### src/core/lsc_pkg.sv
// Package of constants for the bus slave control upper logic
package lsc_pkg;
   localparam logic [2:0] LSC_ADDR_CTRL = 3'h0;
   localparam logic [2:0] LSC_ADDR_CSUM = 3'h1;
   localparam logic [2:0] LSC_ADDR_BRK = 3'h3;
   localparam logic [2:0] LSC_ADDR_STAT = 3'h4;
   localparam logic [2:0] LSC_ADDR_IRQ = 3'h5;
   localparam logic [2:0] LSC_ADDR_MASK = 3'h6;
   localparam int LSC_B_MODE = 0;
   localparam int LSC_B_TXRDY_MSK = 1;
   localparam int LSC_B_EDGE_MSK = 5;
   localparam int LSC_B_COLL_MSK = 6;
   localparam int LSC_B_CLASSIC = 7;
   localparam int LSC_B_SEND_CS = 8;
   localparam int LSC_B_SYNC_TIM = 9;
   localparam int LSC_B_TEST_TX = 10;
   localparam int LSC_B_ENABLE = 11;
   localparam int LSC_B_BYPASS = 12;
   localparam logic [15:0] LSC_CTRL_RST = 16'h0000;
   localparam logic [15:0] LSC_CTRL_WMASK = 16'h1fff;
   localparam logic [18:0] LSC_BRK_RST = 19'h0157c;
   localparam logic [7:0] LSC_CSUM_RST = 8'hff;
   localparam int LSC_CLK_MHZ = 100;
   localparam int LSC_SYNC_LOW_CLKS = 750;
   localparam logic [9:0] LSC_SYNC_LOW_MAX = 10'(LSC_SYNC_LOW_CLKS);
   localparam logic [5:0] LSC_EDGE_MAX = 6'h39;
   // Interrupt status bits
   localparam int LSC_I_COLL = 0;
   localparam int LSC_I_EDGE = 1;
   localparam int LSC_I_SYNCBRK = 2;
   localparam int LSC_I_CSSENT = 3;
   localparam int LSC_NIRQ = 4;
endpackage : lsc_pkg

### src/core/lsc_csum.sv
// Running LIN checksum accumulator with inverted readout
`timescale 1ns/1ps
`default_nettype none
module lsc_csum (
   input wire logic mclk,
   input wire logic nrst,
   input wire logic clr,
   input wire logic byte_vld,
   input wire logic byte_is_pid,
   input wire logic classic,
   input wire logic [7:0] byte_val,
   output logic [7:0] csum_inv
);
   import lsc_pkg::*;
   logic [7:0] sum_q;
   logic [8:0] add;
   logic take;
   // Carry is folded back in, as a LIN checksum wants
   assign add = {1'b0, sum_q} + {1'b0, byte_val};
   // Classic sum leaves the identifier out
   assign take = byte_vld && !(byte_is_pid && classic);
   always_ff @(posedge mclk) begin
      if (!nrst || clr) begin
         sum_q <= 8'h00;
      end else if (take) begin
         sum_q <= add[7:0] + {7'h00, add[8]};
      end
   end
   assign csum_inv = ~sum_q;
endmodule : lsc_csum
`default_nettype wire

### src/core/lsc_top.sv
// Upper control register logic of the LIN slave interface
// Notes on behaviour
// - Bypass bit hands the transceiver to software alone.
// - Enable bit runs interface; clearing resets interface state.
// - Test-transmit bit allows sending without a received header.
// - Sync start bit low over 750 clocks counts as new break.
// - Send-checksum transmits checksum, then hardware clears the bit.
// - Checksum type bit: one classic without identifier, zero enhanced.
// - Changing checksum type during a frame resets the running checksum.
// - Mask clear: every collision sets flag and interrupts.
// - Mask set: collisions after transmit finished are dropped.
// - Mask set: collisions before transmit finished still flagged.
// - Over 57 falling edges per frame raises edge error unless masked.
// - Break limit register resets to 5500 clocks.
// - Checksum register holds inverted sum; correct frame reads zero.
// - Mode bit set by software, cleared by hardware on break.
// - Setting send-checksum also sets transmit-ready interrupt mask.
`timescale 1ns/1ps
`default_nettype none
module lsc_top (
   input wire logic mclk,
   input wire logic nrst,
   input wire logic [2:0] addr,
   input wire logic [15:0] wdata,
   input wire logic wr,
   input wire logic rd,
   output logic [15:0] rdata,
   input wire logic rx_pin,
   input wire logic sw_tx,
   input wire logic proto_tx,
   input wire logic brk_rcvd,
   input wire logic frame_start,
   input wire logic hdr_done,
   input wire logic byte_vld,
   input wire logic byte_is_pid,
   input wire logic [7:0] byte_val,
   input wire logic cs_sent,
   input wire logic coll_det,
   input wire logic tx_done,
   input wire logic txrdy,
   output logic xcvr_tx,
   output logic if_run,
   output logic tx_allow,
   output logic cs_send_req,
   output logic sync_brk,
   output logic [15:0] ctrl_out,
   output logic [18:0] brk_limit,
   output logic irq
);
   import lsc_pkg::*;
   logic rx_s1_q, rx_s2_q, rx_s3_q;
   logic [15:0] ctrl_q, ctrl_d;
   logic [18:0] brk_q;
   logic [LSC_NIRQ-1:0] ist_q, imsk_q, iset;
   logic [5:0] edge_cnt_q;
   logic [9:0] low_cnt_q;
   logic in_sync_q, edge_err_q, classic_q, coll_ok;
   logic [7:0] csum_inv;
   logic [15:0] rdata_q;
   logic xcvr_q, run_q, allow_q, csreq_q, sbrk_q, irq_q;
   wire wr_ctrl = wr && addr == LSC_ADDR_CTRL;
   wire wr_brk = wr && addr == LSC_ADDR_BRK;
   wire wr_irq = wr && addr == LSC_ADDR_IRQ;
   wire wr_msk = wr && addr == LSC_ADDR_MASK;
   wire en = ctrl_q[LSC_B_ENABLE];
   wire fall = rx_s3_q && !rx_s2_q;
   wire sync_over = ctrl_q[LSC_B_SYNC_TIM] && in_sync_q && !rx_s2_q
                    && low_cnt_q == LSC_SYNC_LOW_MAX;
   wire edge_over = en && fall && edge_cnt_q == LSC_EDGE_MAX && !edge_err_q;
   wire cs_type_chg = en && ctrl_q[LSC_B_CLASSIC] != classic_q;
   wire [15:0] rmux = (addr == LSC_ADDR_CTRL) ? ctrl_q :
                      (addr == LSC_ADDR_CSUM) ? {8'h00, csum_inv} :
                      (addr == LSC_ADDR_BRK) ? brk_q[15:0] :
                      (addr == LSC_ADDR_STAT) ? {13'h0000, brk_q[18:16]} :
                      (addr == LSC_ADDR_IRQ) ? {12'h000, ist_q} :
                      (addr == LSC_ADDR_MASK) ? {12'h000, imsk_q} : 16'h0000;
   // Only the two synchronised stages feed the edge logic
   always_ff @(posedge mclk) begin
      if (!nrst) begin
         rx_s1_q <= 1'b1;
         rx_s2_q <= 1'b1;
         rx_s3_q <= 1'b1;
      end else begin
         rx_s1_q <= rx_pin;
         rx_s2_q <= rx_s1_q;
         rx_s3_q <= rx_s2_q;
      end
   end
   always_comb begin
      ctrl_d = ctrl_q;
      if (wr_ctrl) begin
         ctrl_d = wdata & LSC_CTRL_WMASK;
         if (wdata[LSC_B_SEND_CS]) begin
            ctrl_d[LSC_B_TXRDY_MSK] = 1'b1;
         end
      end
      // Hardware clears win over a same-cycle software write
      if (en && cs_sent) begin
         ctrl_d[LSC_B_SEND_CS] = 1'b0;
      end
      if (en && (brk_rcvd || sync_over)) begin
         ctrl_d[LSC_B_MODE] = 1'b0;
      end
   end
   always_ff @(posedge mclk) begin
      if (!nrst) begin
         ctrl_q <= LSC_CTRL_RST;
         brk_q <= LSC_BRK_RST;
         classic_q <= 1'b0;
      end else begin
         ctrl_q <= ctrl_d;
         classic_q <= ctrl_q[LSC_B_CLASSIC];
         if (wr_brk) begin
            brk_q <= {3'h0, wdata};
         end
      end
   end
   // Sync first-bit timer, active from header start until the first rise
   always_ff @(posedge mclk) begin
      if (!nrst || !en || frame_start || brk_rcvd) begin
         in_sync_q <= nrst && en && frame_start;
         low_cnt_q <= 10'h000;
      end else if (in_sync_q) begin
         if (rx_s2_q && low_cnt_q != 10'h000) begin
            in_sync_q <= 1'b0;
         end else if (!rx_s2_q && low_cnt_q != LSC_SYNC_LOW_MAX) begin
            low_cnt_q <= low_cnt_q + 10'h001;
         end else if (sync_over) begin
            in_sync_q <= 1'b0;
         end
      end
   end
   always_ff @(posedge mclk) begin
      if (!nrst || !en || frame_start || brk_rcvd) begin
         edge_cnt_q <= 6'h00;
         edge_err_q <= 1'b0;
      end else if (fall) begin
         if (edge_cnt_q != LSC_EDGE_MAX) begin
            edge_cnt_q <= edge_cnt_q + 6'h01;
         end else begin
            edge_err_q <= 1'b1;
         end
      end
   end
   // Collisions after transmit finished are dropped only when masked
   assign coll_ok = coll_det && (!ctrl_q[LSC_B_COLL_MSK] || !tx_done);
   assign iset[LSC_I_COLL] = en && coll_ok;
   assign iset[LSC_I_EDGE] = edge_over && !ctrl_q[LSC_B_EDGE_MSK];
   assign iset[LSC_I_SYNCBRK] = en && sync_over;
   assign iset[LSC_I_CSSENT] = en && cs_sent;
   always_ff @(posedge mclk) begin
      if (!nrst) begin
         ist_q <= '0;
         imsk_q <= '0;
      end else begin
         // Set wins over write-one-to-clear
         ist_q <= (ist_q & ~(wr_irq ? wdata[LSC_NIRQ-1:0] : '0)) | iset;
         if (wr_msk) begin
            imsk_q <= wdata[LSC_NIRQ-1:0];
         end
      end
   end
   lsc_csum u_csum (
      .mclk(mclk),
      .nrst(nrst),
      .clr(!en || frame_start || cs_type_chg),
      .byte_vld(en && byte_vld),
      .byte_is_pid(byte_is_pid),
      .classic(ctrl_q[LSC_B_CLASSIC]),
      .byte_val(byte_val),
      .csum_inv(csum_inv)
   );
   always_ff @(posedge mclk) begin
      if (!nrst) begin
         rdata_q <= 16'h0000;
         xcvr_q <= 1'b1;
         run_q <= 1'b0;
         allow_q <= 1'b0;
         csreq_q <= 1'b0;
         sbrk_q <= 1'b0;
         irq_q <= 1'b0;
      end else begin
         rdata_q <= rd ? rmux : 16'h0000;
         xcvr_q <= ctrl_q[LSC_B_BYPASS] ? sw_tx : (en ? proto_tx : 1'b1);
         run_q <= en;
         allow_q <= en && ctrl_q[LSC_B_MODE] && (hdr_done || ctrl_q[LSC_B_TEST_TX]);
         // Request only once software had transmit ready, as it must
         csreq_q <= en && ctrl_q[LSC_B_SEND_CS] && txrdy && !cs_sent;
         sbrk_q <= sync_over;
         irq_q <= |(ist_q & ~imsk_q);
      end
   end
   assign rdata = rdata_q;
   assign xcvr_tx = xcvr_q;
   assign if_run = run_q;
   assign tx_allow = allow_q;
   assign cs_send_req = csreq_q;
   assign sync_brk = sbrk_q;
   assign ctrl_out = ctrl_q;
   assign brk_limit = brk_q;
   assign irq = irq_q;
endmodule : lsc_top
`default_nettype wire

### config.mk
export PLATFORM = sky130hd
export DESIGN_NAME = lsc_top
export DESIGN_NICKNAME = d
export VERILOG_FILES = /design/src/core/lsc_pkg.sv /design/src/core/lsc_csum.sv /design/src/core/lsc_top.sv
export SDC_FILE = /design/constraint.sdc
export NUM_CORES = 1
export LEC_CHECK = 0
export BUFFER_PORTS_ARGS = -buffer_cell sky130_fd_sc_hd__buf_2
export CAP_MARGIN = 20
export CORE_MARGIN = 2
export CORE_UTILIZATION = 48
export CTS_CLUSTER_SIZE = 28
export DETAILED_ROUTE_END_ITERATION = 6
export PLACE_DENSITY = 0.76
export RECOVER_POWER = 100
export REMOVE_ABC_BUFFERS = 1
export SLEW_MARGIN = 10
export SYNTH_ARGS = -nofsm -noshare
export SYNTH_HDL_FRONTEND = slang
export SYNTH_SLANG_ARGS = --single-unit
### constraint.sdc
create_clock -name mclk -period 2.9 [get_ports mclk]
set_input_delay 0.58 -clock mclk [delete_from_list [all_inputs] [get_ports mclk]]
set_output_delay 0.58 -clock mclk [all_outputs]
set_load 0.02 [all_outputs]
After elaboration in Yosys (flattened, before gate mapping)
Index checks and enable logic that the tools add are counted.
Storage, ports and cells
  flip-flop bits (word level): 89
  input bits: 43
  output and inout bits: 57
  logic and storage cells: 120
Cells by class
  add/sub/neg operators: 4
  equal/unequal tests: 10
  mux-type cells: 15
  bitwise operators: 10
  reduce and logical (&&, ||, !) cells: 58
Operator list (number)
  $logic_and 1x1->1: 30
  $mux 13: 2
  $mux 16: 1
  $mux 4: 4
  $add 10x1->10 const B: 1
  $eq 10x10->1 const B: 1
  $ne 10x10->1 const B: 1
  $reduce_bool 10->1: 1
  $add 8x8->9: 1
  $eq 3x3->1 const B: 3
  $logic_not 1->1: 9
  $logic_or 1x1->1: 9
  $add 8x1->8: 1
  $and 4x4->4: 2
  $mux 1: 8
  $not 4->4: 2
  $not 8->8: 1
  $add 6x1->6 const B: 1
  $eq 6x6->1 const B: 1
  $ne 6x6->1 const B: 1
  $reduce_and 2->1: 3
  $not 1->1: 4
  $or 4x4->4: 1
  $reduce_or 2->1: 2
  other kinds (7): 7

Logic depth before layout (Yosys ltp)
  word-level depth: 8
  mapped depth: 15
  mapped depth without buffers: 15

Hierarchy
Synthesis repeated with hierarchy kept, for this count alone.
Second synthesis, totals
  cell total of the unflattened synthesis: 496
  area total of the unflattened synthesis: 4196.5 um^2
Modules (own cells, without submodules)
  lsc_top: instances 1, cells an instance 397, area an instance 3390.8 um^2
  lsc_csum: instances 1, cells an instance 99, area an instance 805.8 um^2

Worst setup path after synthesis
OpenSTA, ideal clock, no wires.
  path type: input to register
  start point: input port byte_val[0]
  end point: register u_csum.sum_q[6]
  setup time: 0.086 ns
  arrival: 3.086 ns
  slack: -0.272 ns
  stages: 15
  path buffers: 0
  cell sequence: ha_1 > fa_1 > a211oi_2 > o21bai_1 > a21oi_2 > nor2b_1 > o21ai_0 > nand2b_1 > ha_1 > ha_1 > and2_1 > nand3_1 > nor4bb_1 > xor2_1 > a211oi_1
On the way
  longest elaborated chain between the ends: 2
Ends and longest elaborated chain
  from (decl): line lsc_top.sv:36  | input wire logic [7:0] byte_val,
  $add 8x8->9: line lsc_csum.sv:19  | assign add = {1'b0, sum_q} + {1'b0, byte_val};
  $add 8x1->8: line lsc_csum.sv:26  | sum_q <= add[7:0] + {7'h00, add[8]};
  to (signal assigned): line lsc_csum.sv:26
  to (decl): line lsc_csum.sv:15  | logic [7:0] sum_q;
Every way passes these cells.
A chain may end at the register's enable or synchronous reset.

Worst setup path after layout
Ends and elaborated chain as after synthesis.

==> qor.csv <==
stage,metric,value,unit
floorplan,Die Ht,96.1,um
finish,area grow syn2layout,19.5,%
job,max_cap viols,0,
timing,worst hold margin,0.405,ns
floorplan,Rows,33,
drt,Highest Signal Layer,met4,
finish,ANT cells,0,
synth,sequential fraction of the synthesis area,0.437,
cts,Root Driver,clkbuf_8,
floorplan,Die Area,9240,um^2
timing,endpoints failing setup,0,
synth,number of synthesized flops with an enable pin,0,
pwr,static leakage,1.90,nW
timing,Fmax,355,MHz
synth,Synth Cell Area,4070,um^2
drt,final WL,10300,um
timing,pin slew with the least headroom to its limit,1.00,ns
worst_setup_path,CP endpoint,u_csum.sum_q[6],
worst_setup_path,worst-case reg-to-reg path depth,15,
worst_setup_path,Worst EP arrival,3.08,ns
worst_setup_path,Reg2Reg Setup Slack,0.09,ns
timing,Setup WS post-layout,0.0860,ns
worst_setup_path,CP top delay family,compound AO/OA/AOI/OAI gates,
worst_setup_path,Worst path max stage delay,0.39,ns
synth,ys flop type,dfxtp_1,
drt,Wirelength per Cell,15.2,um
synth,Synth cell types,58,
synth,cell taking the most area after synthesis,dfxtp_1,
drt,DRT iter0 DRCs,190,
worst_setup_path,CP max-delay cell,fa_2,
global_routing,first-pass GRT wire length,16500,um
timing,Final Hold Fails,0,
pwr,Cell Pwr Density,491,nW/um^2
floorplan,die width,96.1,um
finish,"Design Area, Final",4870,um^2
place,placed cell area,4670,um^2
synth,Simple-Gate Fraction of Synth Area,0.250,
synth,largest cells by area after synthesis,"dfxtp_1, nand2_1, ha_1",
worst_hold_path,worst hold path class,primary input to flip-flop,
worst_setup_path,crit path kind,primary input to flip-flop,
synth,Syn. warnings,0,
timing,RSZ-0062 raised after global routing,true,
place,DP Worst Slack,-0.450,ns
cts,CTS Buf Count,9,
synth,post-synthesis xor/xnor area fraction,0.0492,
drt,Initial DRT Pass Iterations,4,
place,routability cong.,0.905,
drt,DR WL met2,4890,um
global_routing,largest net degree at the start of global routing,24,
cts,clock sinks,89,
drt,DR DRC count,0,
global_routing,total grt overflow,0,
worst_setup_path,Worst R2R Start,u_csum.sum_q[0],
synth,area share of the largest cell type after synthesis,0.437,
global_routing,Total GRT Usage,0.232,
worst_setup_path,Worst path depth,16,
finish,Multi-input gate area,2180,um^2
synth,Synth top cells by count,"dfxtp_1, nand2_1, nor2_1",
pwr,Worst VDD drop,446,uV
finish,share of layout cells above drive strength 1,0.152,
global_routing,initial antenna violation count,0,
cts,worst skew pair latency,0.36,ns
synth,top-count cell post-synth,dfxtp_1,
drt,post-route ant nets,0,
drt,vias per cell,5.35,
cts,clock buffer depth,2,
pwr,total power,2.39,mW
finish,fin nets,626,
synth,mux cell area share after synthesis,0.0172,
drt,WL met3,680,um
timing,Worst Skew,0.0122,ns
worst_setup_path,terminus of the critical flop-to-flop path,u_csum.sum_q[6],
finish,Filler cells,787,
synth,Syn Inst Count,469,
cts,clk slew on worst S/H paths,0.08,ns
timing,crit path time final,2.81,ns
global_routing,number of global-route vias before repair,3517,
place,port bufs,93,
worst_setup_path,Worst setup startpoint,byte_val[0],
floorplan,core area,8220,um^2
worst_setup_path,worst-path fanout max,2,
synth,"FFs w/ async S/R, synth",0,
outcome,outcome,"finished, final reports clean",
synth,"FF+latch count, synth",89,
synth,largest family of logic cells by synthesized area,simple AND/OR/NAND/NOR gates,
floorplan,I/O pin count,100,
worst_setup_path,worst path cell trace,"buf_2, ha_4, fa_2, a211oi_2, o21bai_1, a21oi_2, nor2b_1, o21ai_1, nand2b_1, ha_2, ha_4, and2_4, nand3_2, nor4bb_1, xor2_1, a211oi_1",
worst_setup_path,worst path buffer plus inverter count,1,
worst_setup_path,Worst EP required,3.17,ns
drt,Met1 Routed Length,4520,um
floorplan,initial core utilization,0.496,
worst_setup_path,cell mode on critical path,ha_4,
place,HPWL Detailed,7740,um
drt,Vias,3621,
worst_setup_path,crit path launch type,primary input,
synth,"Avg Cell Area, Syn",8.68,um^2
synth,post-synthesis compound-gate area fraction,0.153,
cts,H-tree Lvls,3,
synth,adder-cell share of the synthesized area,0.0510,
worst_setup_path,CP endpoint kind,flip-flop,
timing,crit share post-route,0.970,
finish,Finished Core Util,0.592,
timing,count of pins over their slew limit,0,
finish,register area,1780,um^2
cts,CTS tree,yes,
timing,Slew HR,0.332,
==> state kept, by name (all words and copies together), names as in the netlist, 4 cells and up <==
signal / flops
u_csum.sum_q: 8
brk_limit: 16
low_cnt_q: 10
ctrl_out: 13
ist_q: 4
edge_cnt_q: 6
rdata: 16
imsk_q: 4
==> cell type report <==
class	count	share of cell area
Clock buffer	10	0.0283
Clock inverter	6	0.0185
Inverter	8	0.00617
Multi-Input combinational cell	349	0.448
Sequential cell	89	0.366
Tap cell	105	0.0270
Timing Repair Buffer	110	0.106
==> power by group <==
part	switching [mW]	internal [mW]	total, mW
Clock	0.434	0.512	0.946
Combinational	0.123	0.0700	0.193
Sequential	0.0135	1.24	1.25
Total	0.570	1.82	2.39
==> through the flow <==
step | setup TNS (ns) | std cells
after floorplan | -0.409 | 446
after global placement | -0.654 | 660
after detailed placement | -1.38 | 660
after CTS | 0 | 676
after global routing | -0.0623 | 677
final | 0 | 677
==> logic make-up after synthesis <==
family | after synthesis
compound gates | 88
other cells | 1
flops | 89
simple gates | 210
buf+inv | 36
xor+xnor | 22
mux | 7
fa+ha+maj | 16
==> worst min path at each step <==
stage,from,endpoint,slack [ns],cells past startpoint
2_1_floorplan,rx_s1_q,rx_s2_q,0.39,1
3_3_place_gp,rx_s1_q,rx_s2_q,0.41,1
3_5_place_dp,rx_s1_q,rx_s2_q,0.41,1
4_1_cts,rx_pin,rx_s1_q,0.40,2
5_1_grt,rx_pin,rx_s1_q,0.40,2
6_report,rx_pin,rx_s1_q,0.40,2
==> layer usage <==
layer,global-route usage,vias up
li1,-,1800
met1,0.290,1704
met2,0.395,104
met3,0.0579,13
met4,0.0679,0
met5,0,-
==> cells in the final DEF (no fill, tap or decap), types with 11 or more instances in the layout <==
master	n
a211oi_1	11
nor2b_1	11
nor2_1	42
nand3_1	14
dfxtp_1	88
xor2_1	16
clkbuf_1	56
nand2_1	78
a21oi_1	14
nor3_1	11
a21boi_0	20
buf_2	40
buf_4	14
ha_1	12
==> repair_timing <==
item | 4_1_cts | 5_1_grt
endpoints found under the setup margin | 2 | 2
pin swaps | 3 | 7
hold buffers | 0 | 0
resized for setup | 2 | 8
setup buffers | 0 | 1
Note: power is estimated with default switching activity, not from simulation.
